**config.mk**
```make
export PLATFORM = sky130hd
export DESIGN_NAME = dfh_timing
export DESIGN_NICKNAME = d
export VERILOG_FILES = /design/src/dfh_release_delay.v /design/src/dfh_timing.v
export VERILOG_INCLUDE_DIRS = /design/src /design/src/src
export SDC_FILE = /design/constraint.sdc
export NUM_CORES = 1
export LEC_CHECK = 0
export BUFFER_PORTS_ARGS = -buffer_cell sky130_fd_sc_hd__buf_2
export CAP_MARGIN = 30
export CORE_ASPECT_RATIO = 1.2
export CORE_UTILIZATION = 40
export DETAILED_ROUTE_END_ITERATION = 8
export SYNTH_ARGS = -nofsm -noshare
export SYNTH_HDL_FRONTEND = slang
export SYNTH_SLANG_ARGS = --single-unit
```
**constraint.sdc**
```tcl
create_clock -name mclk -period 5.1 [get_ports mclk]
set_clock_uncertainty 0.1 [all_clocks]
set_input_delay 0.255 -clock mclk [delete_from_list [all_inputs] [get_ports mclk]]
set_output_delay 0.255 -clock mclk [all_outputs]
set_load 0.05 [all_outputs]
```
**src/dfh_map.vh**
```
// register map, field positions and timing constants of the display timing block
`ifndef DFH_MAP_VH
`define DFH_MAP_VH
`define DFH_FRMSZ_OFF 12'h000
`define DFH_HORIZONTAL_BLANK_OUT_OFF 12'h004
`define DFH_MODE_OFF 12'h008
`define DFH_STAT_OFF 12'h00c
`define DFH_HI_LSB 16
`define DFH_HI_MSB 27
`define DFH_LO_LSB 0
`define DFH_LO_MSB 11
`define DFH_DLY_BIT 15
`define DFH_FRMSZ_MASK 32'h0fff0fff
`define DFH_HORIZONTAL_BLANK_OUT_MASK 32'h0fff8fff
`define DFH_MODE_MASK 32'h00000007
`define DFH_REG_RST 32'h00000000
`define DFH_MODE_RST 3'h0
`define DFH_MODE_BT656 3'h0
`define DFH_MODE_RAW8 3'h2
`define DFH_MODE_YC8 3'h4
`define DFH_MODE_RAW16 3'h6
`define DFH_RELEASE_DELAY 3'h4
`define DFH_RESP_OKAY 2'h0
`define DFH_RESP_SLVERR 2'h2
`endif

```
**src/dfh_release_delay.v**
```verilog
// shift line that delays the blanking release by a fixed number of clocks
`timescale 1ns/1ps
module dfh_release_delay #(
  parameter DEPTH = 4
) (
  input wire mclk,
  input wire arst_n,
  input wire stopIn,
  output wire stopDelayed
);
  reg [DEPTH-1:0] pipe_r;
  genvar i;
  generate
    for (i = 0; i < DEPTH; i = i + 1) begin : stage
      always @(posedge mclk or negedge arst_n) begin
        if (!arst_n)
          pipe_r[i] <= 1'b0;
        else if (i == 0)
          pipe_r[i] <= stopIn;
        else
          pipe_r[i] <= pipe_r[(i == 0) ? 0 : i - 1];
      end
    end
  endgenerate
  assign stopDelayed = pipe_r[DEPTH-1];
endmodule

```
**src/dfh_timing.v**
```verilog
// display frame counters, horizontal blanking and EAV/SAV code placement
//
// Chosen here: the placing of the registers and the AXI4-Lite register port.
`timescale 1ns/1ps
`include "dfh_map.vh"
module dfh_timing #(
  parameter CW = 12
) (
  input wire mclk,
  input wire arst_n,
  input wire [11:0] s_axi_awaddr,
  input wire s_axi_awvalid,
  output wire s_axi_awready,
  input wire [31:0] s_axi_wdata,
  input wire [3:0] s_axi_wstrb,
  input wire s_axi_wvalid,
  output wire s_axi_wready,
  output reg [1:0] s_axi_bresp,
  output reg s_axi_bvalid,
  input wire s_axi_bready,
  input wire [11:0] s_axi_araddr,
  input wire s_axi_arvalid,
  output wire s_axi_arready,
  output reg [31:0] s_axi_rdata,
  output reg [1:0] s_axi_rresp,
  output reg s_axi_rvalid,
  input wire s_axi_rready,
  output reg horizontalBlankOut,
  output reg eavStrobe,
  output reg savStrobe,
  output reg [CW-1:0] framePixelCounter,
  output reg [CW-1:0] frameLineCounter
);
  reg [31:0] frameSize_r;
  reg [31:0] hblank_r;
  reg [2:0] mode_r;
  reg [11:0] awAddr_r;
  reg awHeld_r;
  reg [31:0] wData_r;
  reg [3:0] wStrb_r;
  reg wHeld_r;
  reg [CW-1:0] pixel_nxt;
  reg [CW-1:0] line_nxt;
  reg [31:0] rdata_nxt;
  reg rdOk_nxt;
  reg [31:0] merged;
  wire doWrite;
  wire [CW-1:0] lineWidth;
  wire [CW-1:0] frameHeight;
  wire [CW-1:0] hblankStartPos;
  wire [CW-1:0] hblankStopPos;
  wire hblankDelayEnable;
  wire codedMode;
  wire atStart;
  wire atStop;
  wire stopDelayed;
  wire releaseNow;

  // write channel: address and data taken independently, held until used
  assign s_axi_awready = !awHeld_r && !s_axi_bvalid;
  assign s_axi_wready = !wHeld_r && !s_axi_bvalid;
  assign doWrite = awHeld_r && wHeld_r && !s_axi_bvalid;

  always @(posedge mclk or negedge arst_n) begin
    if (!arst_n) begin
      awAddr_r <= 12'h000;
      awHeld_r <= 1'b0;
      wData_r <= 32'h00000000;
      wStrb_r <= 4'h0;
      wHeld_r <= 1'b0;
    end else begin
      if (s_axi_awvalid && s_axi_awready) begin
        awAddr_r <= s_axi_awaddr;
        awHeld_r <= 1'b1;
      end else if (doWrite) begin
        awHeld_r <= 1'b0;
      end
      if (s_axi_wvalid && s_axi_wready) begin
        wData_r <= s_axi_wdata;
        wStrb_r <= s_axi_wstrb;
        wHeld_r <= 1'b1;
      end else if (doWrite) begin
        wHeld_r <= 1'b0;
      end
    end
  end

  // byte-lane merge of write data over the current register word
  always @* begin
    case (awAddr_r[11:2])
      `DFH_FRMSZ_OFF >> 2: merged = frameSize_r;
      `DFH_HORIZONTAL_BLANK_OUT_OFF >> 2: merged = hblank_r;
      `DFH_MODE_OFF >> 2: merged = {29'h0, mode_r};
      default: merged = 32'h00000000;
    endcase
    if (wStrb_r[0])
      merged[7:0] = wData_r[7:0];
    if (wStrb_r[1])
      merged[15:8] = wData_r[15:8];
    if (wStrb_r[2])
      merged[23:16] = wData_r[23:16];
    if (wStrb_r[3])
      merged[31:24] = wData_r[31:24];
  end

  always @(posedge mclk or negedge arst_n) begin
    if (!arst_n) begin
      frameSize_r <= `DFH_REG_RST;
      hblank_r <= `DFH_REG_RST;
      mode_r <= `DFH_MODE_RST;
      s_axi_bvalid <= 1'b0;
      s_axi_bresp <= `DFH_RESP_OKAY;
    end else begin
      if (doWrite) begin
        s_axi_bvalid <= 1'b1;
        s_axi_bresp <= `DFH_RESP_OKAY;
        case (awAddr_r[11:2])
          `DFH_FRMSZ_OFF >> 2:
            frameSize_r <= merged & `DFH_FRMSZ_MASK;
          `DFH_HORIZONTAL_BLANK_OUT_OFF >> 2:
            hblank_r <= merged & `DFH_HORIZONTAL_BLANK_OUT_MASK;
          `DFH_MODE_OFF >> 2:
            mode_r <= merged[2:0];
          `DFH_STAT_OFF >> 2: ;
          default:
            s_axi_bresp <= `DFH_RESP_SLVERR;
        endcase
      end else if (s_axi_bvalid && s_axi_bready) begin
        s_axi_bvalid <= 1'b0;
      end
    end
  end

  // read channel: one read at a time, answer one clock after acceptance
  assign s_axi_arready = !s_axi_rvalid;

  always @* begin
    rdata_nxt = 32'h00000000;
    rdOk_nxt = 1'b1;
    case (s_axi_araddr[11:2])
      `DFH_FRMSZ_OFF >> 2: rdata_nxt = frameSize_r;
      `DFH_HORIZONTAL_BLANK_OUT_OFF >> 2: rdata_nxt = hblank_r;
      `DFH_MODE_OFF >> 2: rdata_nxt = {29'h0, mode_r};
      `DFH_STAT_OFF >> 2: begin
        rdata_nxt[27:16] = frameLineCounter;
        rdata_nxt[11:0] = framePixelCounter;
        rdata_nxt[15] = horizontalBlankOut;
      end
      default: rdOk_nxt = 1'b0;
    endcase
  end

  always @(posedge mclk or negedge arst_n) begin
    if (!arst_n) begin
      s_axi_rvalid <= 1'b0;
      s_axi_rdata <= 32'h00000000;
      s_axi_rresp <= `DFH_RESP_OKAY;
    end else if (s_axi_arvalid && s_axi_arready) begin
      s_axi_rvalid <= 1'b1;
      s_axi_rdata <= rdata_nxt;
      s_axi_rresp <= rdOk_nxt ? `DFH_RESP_OKAY : `DFH_RESP_SLVERR;
    end else if (s_axi_rvalid && s_axi_rready) begin
      s_axi_rvalid <= 1'b0;
    end
  end

  // field extraction
  assign frameHeight = frameSize_r[`DFH_HI_MSB:`DFH_HI_LSB];
  assign lineWidth = frameSize_r[`DFH_LO_MSB:`DFH_LO_LSB];
  assign hblankStopPos = hblank_r[`DFH_HI_MSB:`DFH_HI_LSB];
  assign hblankStartPos = hblank_r[`DFH_LO_MSB:`DFH_LO_LSB];
  assign hblankDelayEnable = hblank_r[`DFH_DLY_BIT];
  assign codedMode = (mode_r == `DFH_MODE_BT656) ||
                     (mode_r == `DFH_MODE_YC8);

  // frame counters
  always @* begin
    pixel_nxt = framePixelCounter + 1'b1;
    line_nxt = frameLineCounter;
    if (framePixelCounter >= lineWidth - 1'b1 || lineWidth == 12'h000) begin
      pixel_nxt = {CW{1'b0}};
      line_nxt = frameLineCounter + 1'b1;
      if (frameLineCounter >= frameHeight)
        line_nxt = {{(CW-1){1'b0}}, 1'b1};
    end
  end

  always @(posedge mclk or negedge arst_n) begin
    if (!arst_n) begin
      framePixelCounter <= {CW{1'b0}};
      frameLineCounter <= {{(CW-1){1'b0}}, 1'b1};
    end else begin
      framePixelCounter <= pixel_nxt;
      frameLineCounter <= line_nxt;
    end
  end

  assign atStart = (framePixelCounter == hblankStartPos);
  assign atStop = (framePixelCounter == hblankStopPos);

  dfh_release_delay #(
    .DEPTH(`DFH_RELEASE_DELAY)
  ) u_delay (
    .mclk(mclk),
    .arst_n(arst_n),
    .stopIn(atStop),
    .stopDelayed(stopDelayed)
  );

  // delayed release only in coded modes; raw mode ignores the bit
  assign releaseNow = (codedMode && hblankDelayEnable) ?
                      stopDelayed : atStop;

  always @(posedge mclk or negedge arst_n) begin
    if (!arst_n) begin
      horizontalBlankOut <= 1'b0;
      eavStrobe <= 1'b0;
      savStrobe <= 1'b0;
    end else begin
      if (atStart)
        horizontalBlankOut <= 1'b1;
      else if (releaseNow)
        horizontalBlankOut <= 1'b0;
      eavStrobe <= codedMode && atStart;
      savStrobe <= codedMode && atStop;
    end
  end
endmodule

```
# [After elaboration in Yosys (flattened, before gate mapping)]
# Cells that the tools add are included.
# W data, S select, Z words.
[classes] add_sub_neg=3 n_lt_le_gt_ge=2 eq_ne=10 mux=22 reduce_logical=33
[op_table] op="$pmux W28 S2" count=1
[op_table] op="$pmux W12 S4" count=1
[op_table] op="$eq A10 B2 Y1 const B" count=4
[op_table] op="$pmux W13 S3" count=1
[op_table] op="$add A12 B1 Y12 const B" count=2
[op_table] op="$eq A12 B12 Y1" count=2
[op_table] op="$ge A12 B12 Y1" count=2
[op_table] op="$mux W12" count=2
[op_table] op="$mux W8" count=3
[op_table] op="$eq A10 B1 Y1 const B" count=2
[op_table] op="$logic_not A10 Y1" count=2
[op_table] op="$logic_and A1 B1 Y1" count=12
[op_table] op="$logic_not A12 Y1" count=1
[op_table] op="$sub A12 B1 Y12 const B" count=1
[op_table] op="$mux W1" count=11
[op_table] op="$reduce_bool A2 Y1" count=5
[op_table] op="$reduce_or A4 Y1" count=2
[op_table] op="$reduce_and A2 Y1" count=3
[op_table] op="$logic_not A1 Y1" count=4
[op_table] op="$mux W2" count=2
[op_table] op="$mux W4" count=1
[op_table] op="$eq A3 B3 Y1 const B" count=1
[op_table] op="$logic_not A3 Y1" count=1
[op_table] op="$reduce_and A3 Y1" count=1
[op_table] op="2 further kinds" count=3
[word_totals] reg_bits=160

# [Longest topological paths before layout]
# Gate-level depths: netlist of run 1.
[depth] word_depth=6 depth_mapped=14 mapped_depth_nobuf=13

# [Hierarchy]
# From an unflattened synthesis of run 1, not the netlist that was laid out.
[hier_totals] hier_cells=784 hier_area_um2=7888.8
[modules_own_cells] module="dfh_timing" instances=1 cells_per_inst=780 area_per_inst_um2=7788.7
[modules_own_cells] module="dfh_release_delay" instances=1 cells_per_inst=4 area_per_inst_um2=100.1

# [Worst setup path before layout of run 1]
# No wires, ideal clock.
[synth_timing] path_type="flip-flop to flip-flop" start="register frameSize_r[4]" end="register frameLineCounter[2]" setup_time_ps=121 arrival_time_ps=2916 setup_slack_ps=1963 stages_incl_launch_ff=14 synth_period_minus_slack_ps=3137 cell_sequence="dfrtp_1 -> buf_2 -> nor4_1 -> nand2_1 -> or3_1 -> nor3_1 -> xnor2_1 -> ha_1 -> nand4_1 -> a2111oi_0 -> or2_2 -> buf_4 -> o21ai_0 -> a22o_1"
[synth_between] elab_chain_cells=3 word_cells_on_any_way=4 classes_between="add/sub: 1; order compare: 1; reduce/logical: 2"
[synth_lines] element="start, declared" line_no="dfh_timing.v:34" source="reg [31:0] frameSize_r;"
[synth_lines] element="start signal, assigned" line_no="dfh_timing.v:108" source="frameSize_r <= `DFH_REG_RST;"
[synth_lines] element="start signal, assigned" line_no="dfh_timing.v:119" source="frameSize_r <= merged & `DFH_FRMSZ_MASK;"
[synth_lines] element="$sub A12 B1 Y12" line_no="dfh_timing.v:180" source="if (framePixelCounter >= lineWidth - 1'b1 || lineWidth == 12'h000) begin"
[synth_lines] element="$ge A12 B12 Y1" line_no="dfh_timing.v:180"
[synth_lines] element="$logic_or A1 B1 Y1 *" line_no="dfh_timing.v:180"
[synth_lines] element="end signal, assigned" line_no="dfh_timing.v:191" source="frameLineCounter <= {{(CW-1){1'b0}}, 1'b1};"
[synth_lines] element="end signal, assigned" line_no="dfh_timing.v:194" source="frameLineCounter <= line_nxt;"
[synth_lines] element="end, declared" line_no="dfh_timing.v:32" source="output reg [CW-1:0] frameLineCounter"
# Every way passes the cells marked *; elsewhere a longest branch is shown, timed or not.
# A chain may end at the register's enable or synchronous reset.

# [Final worst setup path of run 1]
[layout_timing] start="register frameSize_r[4]" end="register frameLineCounter[11]"
# Same word-level chain as after synthesis.

==> results of run 1 <==
[layer usage]
| metal | GRT usage | wire length [um] | vias to the layer above |
|---|---|---|---|
| li1 | - | - | 3077 |
| met1 | 0.298 | 9480 | 3041 |
| met2 | 0.333 | 9490 | 185 |
| met3 | 0.0367 | 912 | 25 |
| met4 | 0.0808 | 388 | 0 |
| met5 | 0 | 0 | - |
[registers in the layout, summed over array words and instances, names as in the netlist, 3 cells and up]
signal	cells
hblank_r	25
s_axi_rdata	25
wData_r	25
frameSize_r	24
frameLineCounter	12
framePixelCounter	12
awAddr_r	10
wStrb_r	4
mode_r	3
u_delay.pipe_r	3
[kinds of logic (layout without fill, tap and decap cells)]
logic type               count (synthesis)  count (layout)  synth area share
flip-flops                             153             153             0.485
buffers and inverters                   84             223            0.0500
multiplexers                            40              40            0.0571
AND/OR/NAND/NOR                        227             227             0.135
other                                    1               9          0.000475
adder cells (fa/ha/maj)                 28              28            0.0444
XOR/XNOR                                44              44            0.0489
AO/OA/AOI/OAI                          207             207             0.179
[how the worst max path moves through the flow]
stage                                          start                               end  depth (start not counted)
after global placement    frameSize_r[4]$_DFFE_PN0P_  frameLineCounter[11]$_DFFE_PN0P_                         11
after detailed placement  frameSize_r[4]$_DFFE_PN0P_  frameLineCounter[11]$_DFFE_PN0P_                         11
after floorplan           frameSize_r[4]$_DFFE_PN0P_   frameLineCounter[2]$_DFFE_PN0P_                         13
final                     frameSize_r[4]$_DFFE_PN0P_  frameLineCounter[11]$_DFFE_PN0P_                         11
after CTS                 frameSize_r[4]$_DFFE_PN0P_  frameLineCounter[11]$_DFFE_PN0P_                         11
after global routing      frameSize_r[4]$_DFFE_PN0P_  frameLineCounter[11]$_DFFE_PN0P_                         11
[worst max-delay path: cells and delay by family (launching register included)]
family	cells	cell delay, ns
AND/OR/NAND/NOR	6	1.67
AO/OA/AOI/OAI	3	0.92
flip-flops	1	0.47
adder cells (fa/ha/maj)	1	0.30
XOR/XNOR	1	0.09
[synthesized netlist by cell type, drive strengths merged (10+ instances only)]
cell / count
mux2: 40
buf: 28
nand3: 18
a21oi: 16
a22oi: 18
nor3: 11
a221o: 28
inv: 28
clkbuf: 28
xor2: 38
nor2: 55
ha: 28
o21ai: 98
a222oi: 12
dfrtp: 152
nor4: 12
nand2: 93
nor2b: 10
[where the power goes]
part | switching (W) | internal, W
registers | 0.000245 | 0.00144
logic | 0.000612 | 0.000457
clock network | 0.000514 | 0.000740
total | 0.00137 | 0.00264
[final cells by class]
cell class,instances,area (sq um),area share
Clock buffer,19,453,0.0472
Clock inverter,12,126,0.0132
Inverter,28,105,0.0109
Multi-Input combinational cell,555,3700,0.385
Sequential cell,153,3830,0.399
Tap cell,256,320,0.0334
Timing Repair Buffer,164,1060,0.111
[per-stage QoR]
stage                     total power (W)  setup WS (ns)  area, sq um  hold slack [ns]   util
after floorplan                   0.00246           1.96         7920           -0.141      -
after global routing              0.00425          0.955         9600            0.125  0.504
after global placement            0.00273           1.51         8580            0.234  0.450
after CTS                         0.00405           1.46         9600           0.0744  0.504
final                             0.00401           1.43         9600           0.0792  0.504
after detailed placement          0.00276           1.52         8600            0.236  0.451
==> results.md, run 1 <==
- Relative slew slack: 0.365
- CP arrival: 3.89 ns
- RSZ-0062 raised after global routing: false
- Initial detailed-routing violation count: 401
- CTS tree: built
- Crit-path cells: nor4_1 > nand2_1 > or3_1 > nor3_1 > xnor2_1 > ha_1 > nand4_1 > a2111oi_0 > or2_2 > o21ai_0 > a22o_1
- Slew @ Worst Pin: 0.950 ns
- Commonest non-fill, non-tap cell in the layout: dfrtp_1
- Leakage power: 4.56 nW
- Hold EP: awHeld_r$_DFFE_PN0P_
- Largest net degree at the start of global routing: 95
- WL/cell: 17.1 um
- CTS H-tree lvls: 4
- Library cells used by synthesis: 52
- Reg2reg start: frameSize_r[4]$_DFFE_PN0P_
- Hold path startpoint: s_axi_awvalid
- # port buffers: 114
- Vias in the first global route: 6122
- # DRC: 0
- Syn-to-layout area delta: 21.7%
- Seq/Total Area, Yosys: 0.485
- Core area: 0.0191 sq mm
- I/O pin cnt: 135
- Share of synthesized registers carrying an async set or reset: 1.00
- Pwr Density: 418 mW/mm^2
- Vias: 6328
- Clk buf depth: 2
- Setup TNS: 0 ns
- Cells after Synth: 784
- All-layer global routing usage: 0.214
- Startpoint types: flip-flop
- Clk slew on worst S/H paths: 0.06 ns
- Avg Cell Area, Syn: 10.1 sq um
- Worst r2r dst: frameLineCounter[11]$_DFFE_PN0P_
- Drt total wl: 20300 um
- ANT nets after route: 0
- Skew-Pair Late Insertion Delay: 0.43 ns
- Antenna violations before repair: 0
- Initial Utilization: 0.414
- Flops & latches, synth: 153
- Setup crit end kind: flip-flop
- Max VDD drop: 0.302 mV
- Via density per instance: 5.33
- Layout Cells excl Fill: 1187
- Num CTS Buffers: 17
- Commonest cells after routing, fill and taps aside: 152 x dfrtp_1, 113 x buf_2, 92 x nand2_1, 69 x o21ai_0, 54 x nor2_1
- Number of clock sinks: 153
- Dominant synthesized flop cell: dfrtp_1
- Number of synthesis warnings: 0
- Hold path depth: 3
- Tmin final: 3.67 ns
- Peak Freq: 272 MHz
- Postcts setup bufs: 0
- First-pass GRT wire length: 32900 um
- Die X: 130 um
- Crit Path Max Fanout: 21
- Root Driver: clkbuf_16
- Fillers: 1790
- # nets final: 1014
- Gpl congestion: 0.827
- CTS resizes: 0
- Synth Cell Area: 0.00789 sq mm
- Class of the worst hold path: in2reg
- Crit path kind: reg2reg
- Crit share post-route: 0.721
- Dominant cell type by area after synthesis: dfrtp_1
- Post-synth EDFFs: 0
- Hpwl dp: 14100 um
- R2R cell count: 11
- ANT cells: 0
- Status: complete, no violations
- Slowest CP cell: a2111oi_0
- Std cell rows: 55
- Critical Path RT: 5.32 ns
- Worst path max stage delay: 0.49 ns
- Placed cells: 1114
- Die height: 156 um
- Final hold violations: 0
- Final setup fails: 0
- Top cell type's share of synthesized area: 0.482
- Gr ovfl total: 0
- Layout cell share with drive strength beyond 1: 0.222
- First drt pass iteration count: 5
- Die area: 0.0203 sq mm
- Synth area leaders: dfrtp_1 48%, mux2_2 5.7%, ha_1 4.4%
- FF-to-FF setup slack: 1.43 ns
- Pins Over Slew Limit: 0
- Max cap viols: 0
- Hold-fix buffers, CTS: 42
Power figures use the tool's default switching activity.
==> inputs of run 2 (changes only) <==
==> constraint.sdc (replaced) <==
create_clock -name mclk -period 3.7 [get_ports mclk]
set_clock_uncertainty 0.1 [all_clocks]
set_input_delay 0.185 -clock mclk [delete_from_list [all_inputs] [get_ports mclk]]
set_output_delay 0.185 -clock mclk [all_outputs]
set_load 0.05 [all_outputs]
==> results.md, run 2 (synthesis gave the netlist of run 1 again) <==
- Status: complete, no violations
- Clk slew on worst S/H paths: 0.06 ns
- Total power: 0.00551 W
- Tmin final: 3.32 ns
- Setup ws final: 0.376 ns
- Crit Path Max Fanout: 8
- Setup slack at placement: 0.161 ns
- # port buffers: 114
- Startpoint types: flip-flop
- Vias in the first global route: 6160
- Peak Freq: 301 MHz
- Gr ovfl total: 0
- Drt total wl: 20500 um
- Setup TNS: 0 ns
- Critical Path Start: frameSize_r[3]$_DFFE_PN0P_
- Root Driver: clkbuf_16
- # nets final: 1019
- ANT nets after route: 0
- Clk buf depth: 2
- Skew-Pair Late Insertion Delay: 0.43 ns
- WHS: 0.0274 ns
- Num CTS Buffers: 17
- Core area: 0.0191 sq mm
- Commonest cells after routing, fill and taps aside: 152 x dfrtp_1, 113 x buf_2, 92 x nand2_1, 69 x o21ai_0, 54 x nor2_1
- Pins Over Slew Limit: 0
- Vias: 6461
- Hold path startpoint: s_axi_awvalid
- Max cap viols: 0
- Gpl congestion: 0.842
- I/O pin cnt: 135
- Initial detailed-routing violation count: 459
- Reg2reg start: frameSize_r[3]$_DFFE_PN0P_
- Std cell rows: 55
- All-layer global routing usage: 0.216
- Layout cell share with drive strength beyond 1: 0.225
- Number of clock sinks: 153
- Commonest non-fill, non-tap cell in the layout: dfrtp_1
- Placed Instance Area: 0.00864 sq mm
- Via density per instance: 5.42
- RSZ-0062 raised after global routing: false
- R2R cell count: 12
- WL/cell: 17.2 um
- Die height: 156 um
- # DRC: 0
- Die X: 130 um
- Leakage power: 4.56 nW
- Biggest regs: hblank_r: 25 flops, s_axi_rdata: 25 flops, wData_r: 25 flops
- Class of the worst hold path: in2reg
- Syn-to-layout area delta: 22.2%
- Pwr Density: 571 mW/mm^2
- Critical Path RT: 3.92 ns
- Setup crit end kind: flip-flop
- Crit path kind: reg2reg
- CTS tree: built
- Crit share post-route: 0.898
- Hpwl dp: 14300 um
- Final hold violations: 0
- CTS H-tree lvls: 4
- Antenna violations before repair: 0
- CP arrival: 3.55 ns
- Final setup fails: 0
- Largest net degree at the start of global routing: 79
- Initial Utilization: 0.414
- ANT cells: 0
- Max VDD drop: 0.386 mV
- First-pass GRT wire length: 33000 um
- Postcts setup bufs: 0
- Fillers: 1814
- Slew @ Worst Pin: 0.946 ns
- First drt pass iteration count: 6
- Hold path depth: 3
- Finished Cell Area: 0.00964 sq mm
- Relative slew slack: 0.368
- Die area: 0.0203 sq mm
==> run 2: cell types whose count changed in the layout (fill, tap and decap cells not counted), moves of 2 or more <==
cell and delta:
clkinvlp_4 +3, buf_4 +5, clkbuf_1 +3, clkinv_4 -3
clkbuf_8 -2
==> run 2: layout make-up <==
| cell class | count | area, sq um | area share |
|---|---|---|---|
| clock buffer | 20 | 437 | 0.0453 |
| clock inverter | 12 | 126 | 0.0131 |
| tap | 256 | 320 | 0.0332 |
| sequential | 153 | 3830 | 0.397 |
| inverter | 28 | 105 | 0.0109 |
| timing repair buffer | 169 | 1110 | 0.115 |
| multi-input combinational | 555 | 3710 | 0.385 |
==> run 2: metrics by stage <==
stage	instances	utilization
2_1_floorplan	792	-
3_3_place_gp	1119	0.453
3_5_place_dp	1119	0.453
4_1_cts	1193	0.505
5_1_grt	1193	0.506
6_report	1193	0.506
==> run 2: worst max-delay path, stage by stage, from the launching register on <==
cell and delay (ns):
dfrtp_1 0.44, nor4_1 0.39, nand2_1 0.14, or3_1 0.35
nor3_1 0.19, xnor2_1 0.09, ha_1 0.20, a211o_1 0.26
o211ai_1 0.08, o211ai_1 0.14, nor2_1 0.45, nor2_4 0.14
a22o_1 0.23
==> run 2: what timing repair did <==
| item | CTS | global route |
|---|---|---|
| hold buffers | 42 | 0 |
| endpoints found under the setup margin | 0 | 24 |
| resized for setup | 0 | 3 |
| hold endpoints to repair | 115 | 0 |
==> run 2: power breakdown <==
group          internal, W  switching [W]
registers          0.00199       0.000340
clock network     0.000988       0.000701
logic             0.000643       0.000850
total              0.00362        0.00189
==> run 2: routing by layer <==
layer,GRT usage,vias up,routed length [um]
met1,0.295,3141,9590
li1,-,3095,-
met5,0,-,0
met2,0.341,203,9550
met4,0.0720,0,358
met3,0.0412,22,970
==> run 2: path summary, 6_finish.rpt <==
path / end / slack (ns)
worst max-delay path: frameLineCounter[4]$_DFFE_PN0P_ / 0.38
worst min-delay path: awHeld_r$_DFFE_PN0P_ / 0.03
worst max register to register: frameLineCounter[4]$_DFFE_PN0P_ / 0.38
worst min register to register: u_delay.stopDelayed$_DFF_PN0_ / 0.25
max in group asynchronous: s_axi_rdata[26]$_DFFE_PN0P_ / 2.36
min in group asynchronous: wStrb_r[0]$_DFFE_PN0P_ / 0.23
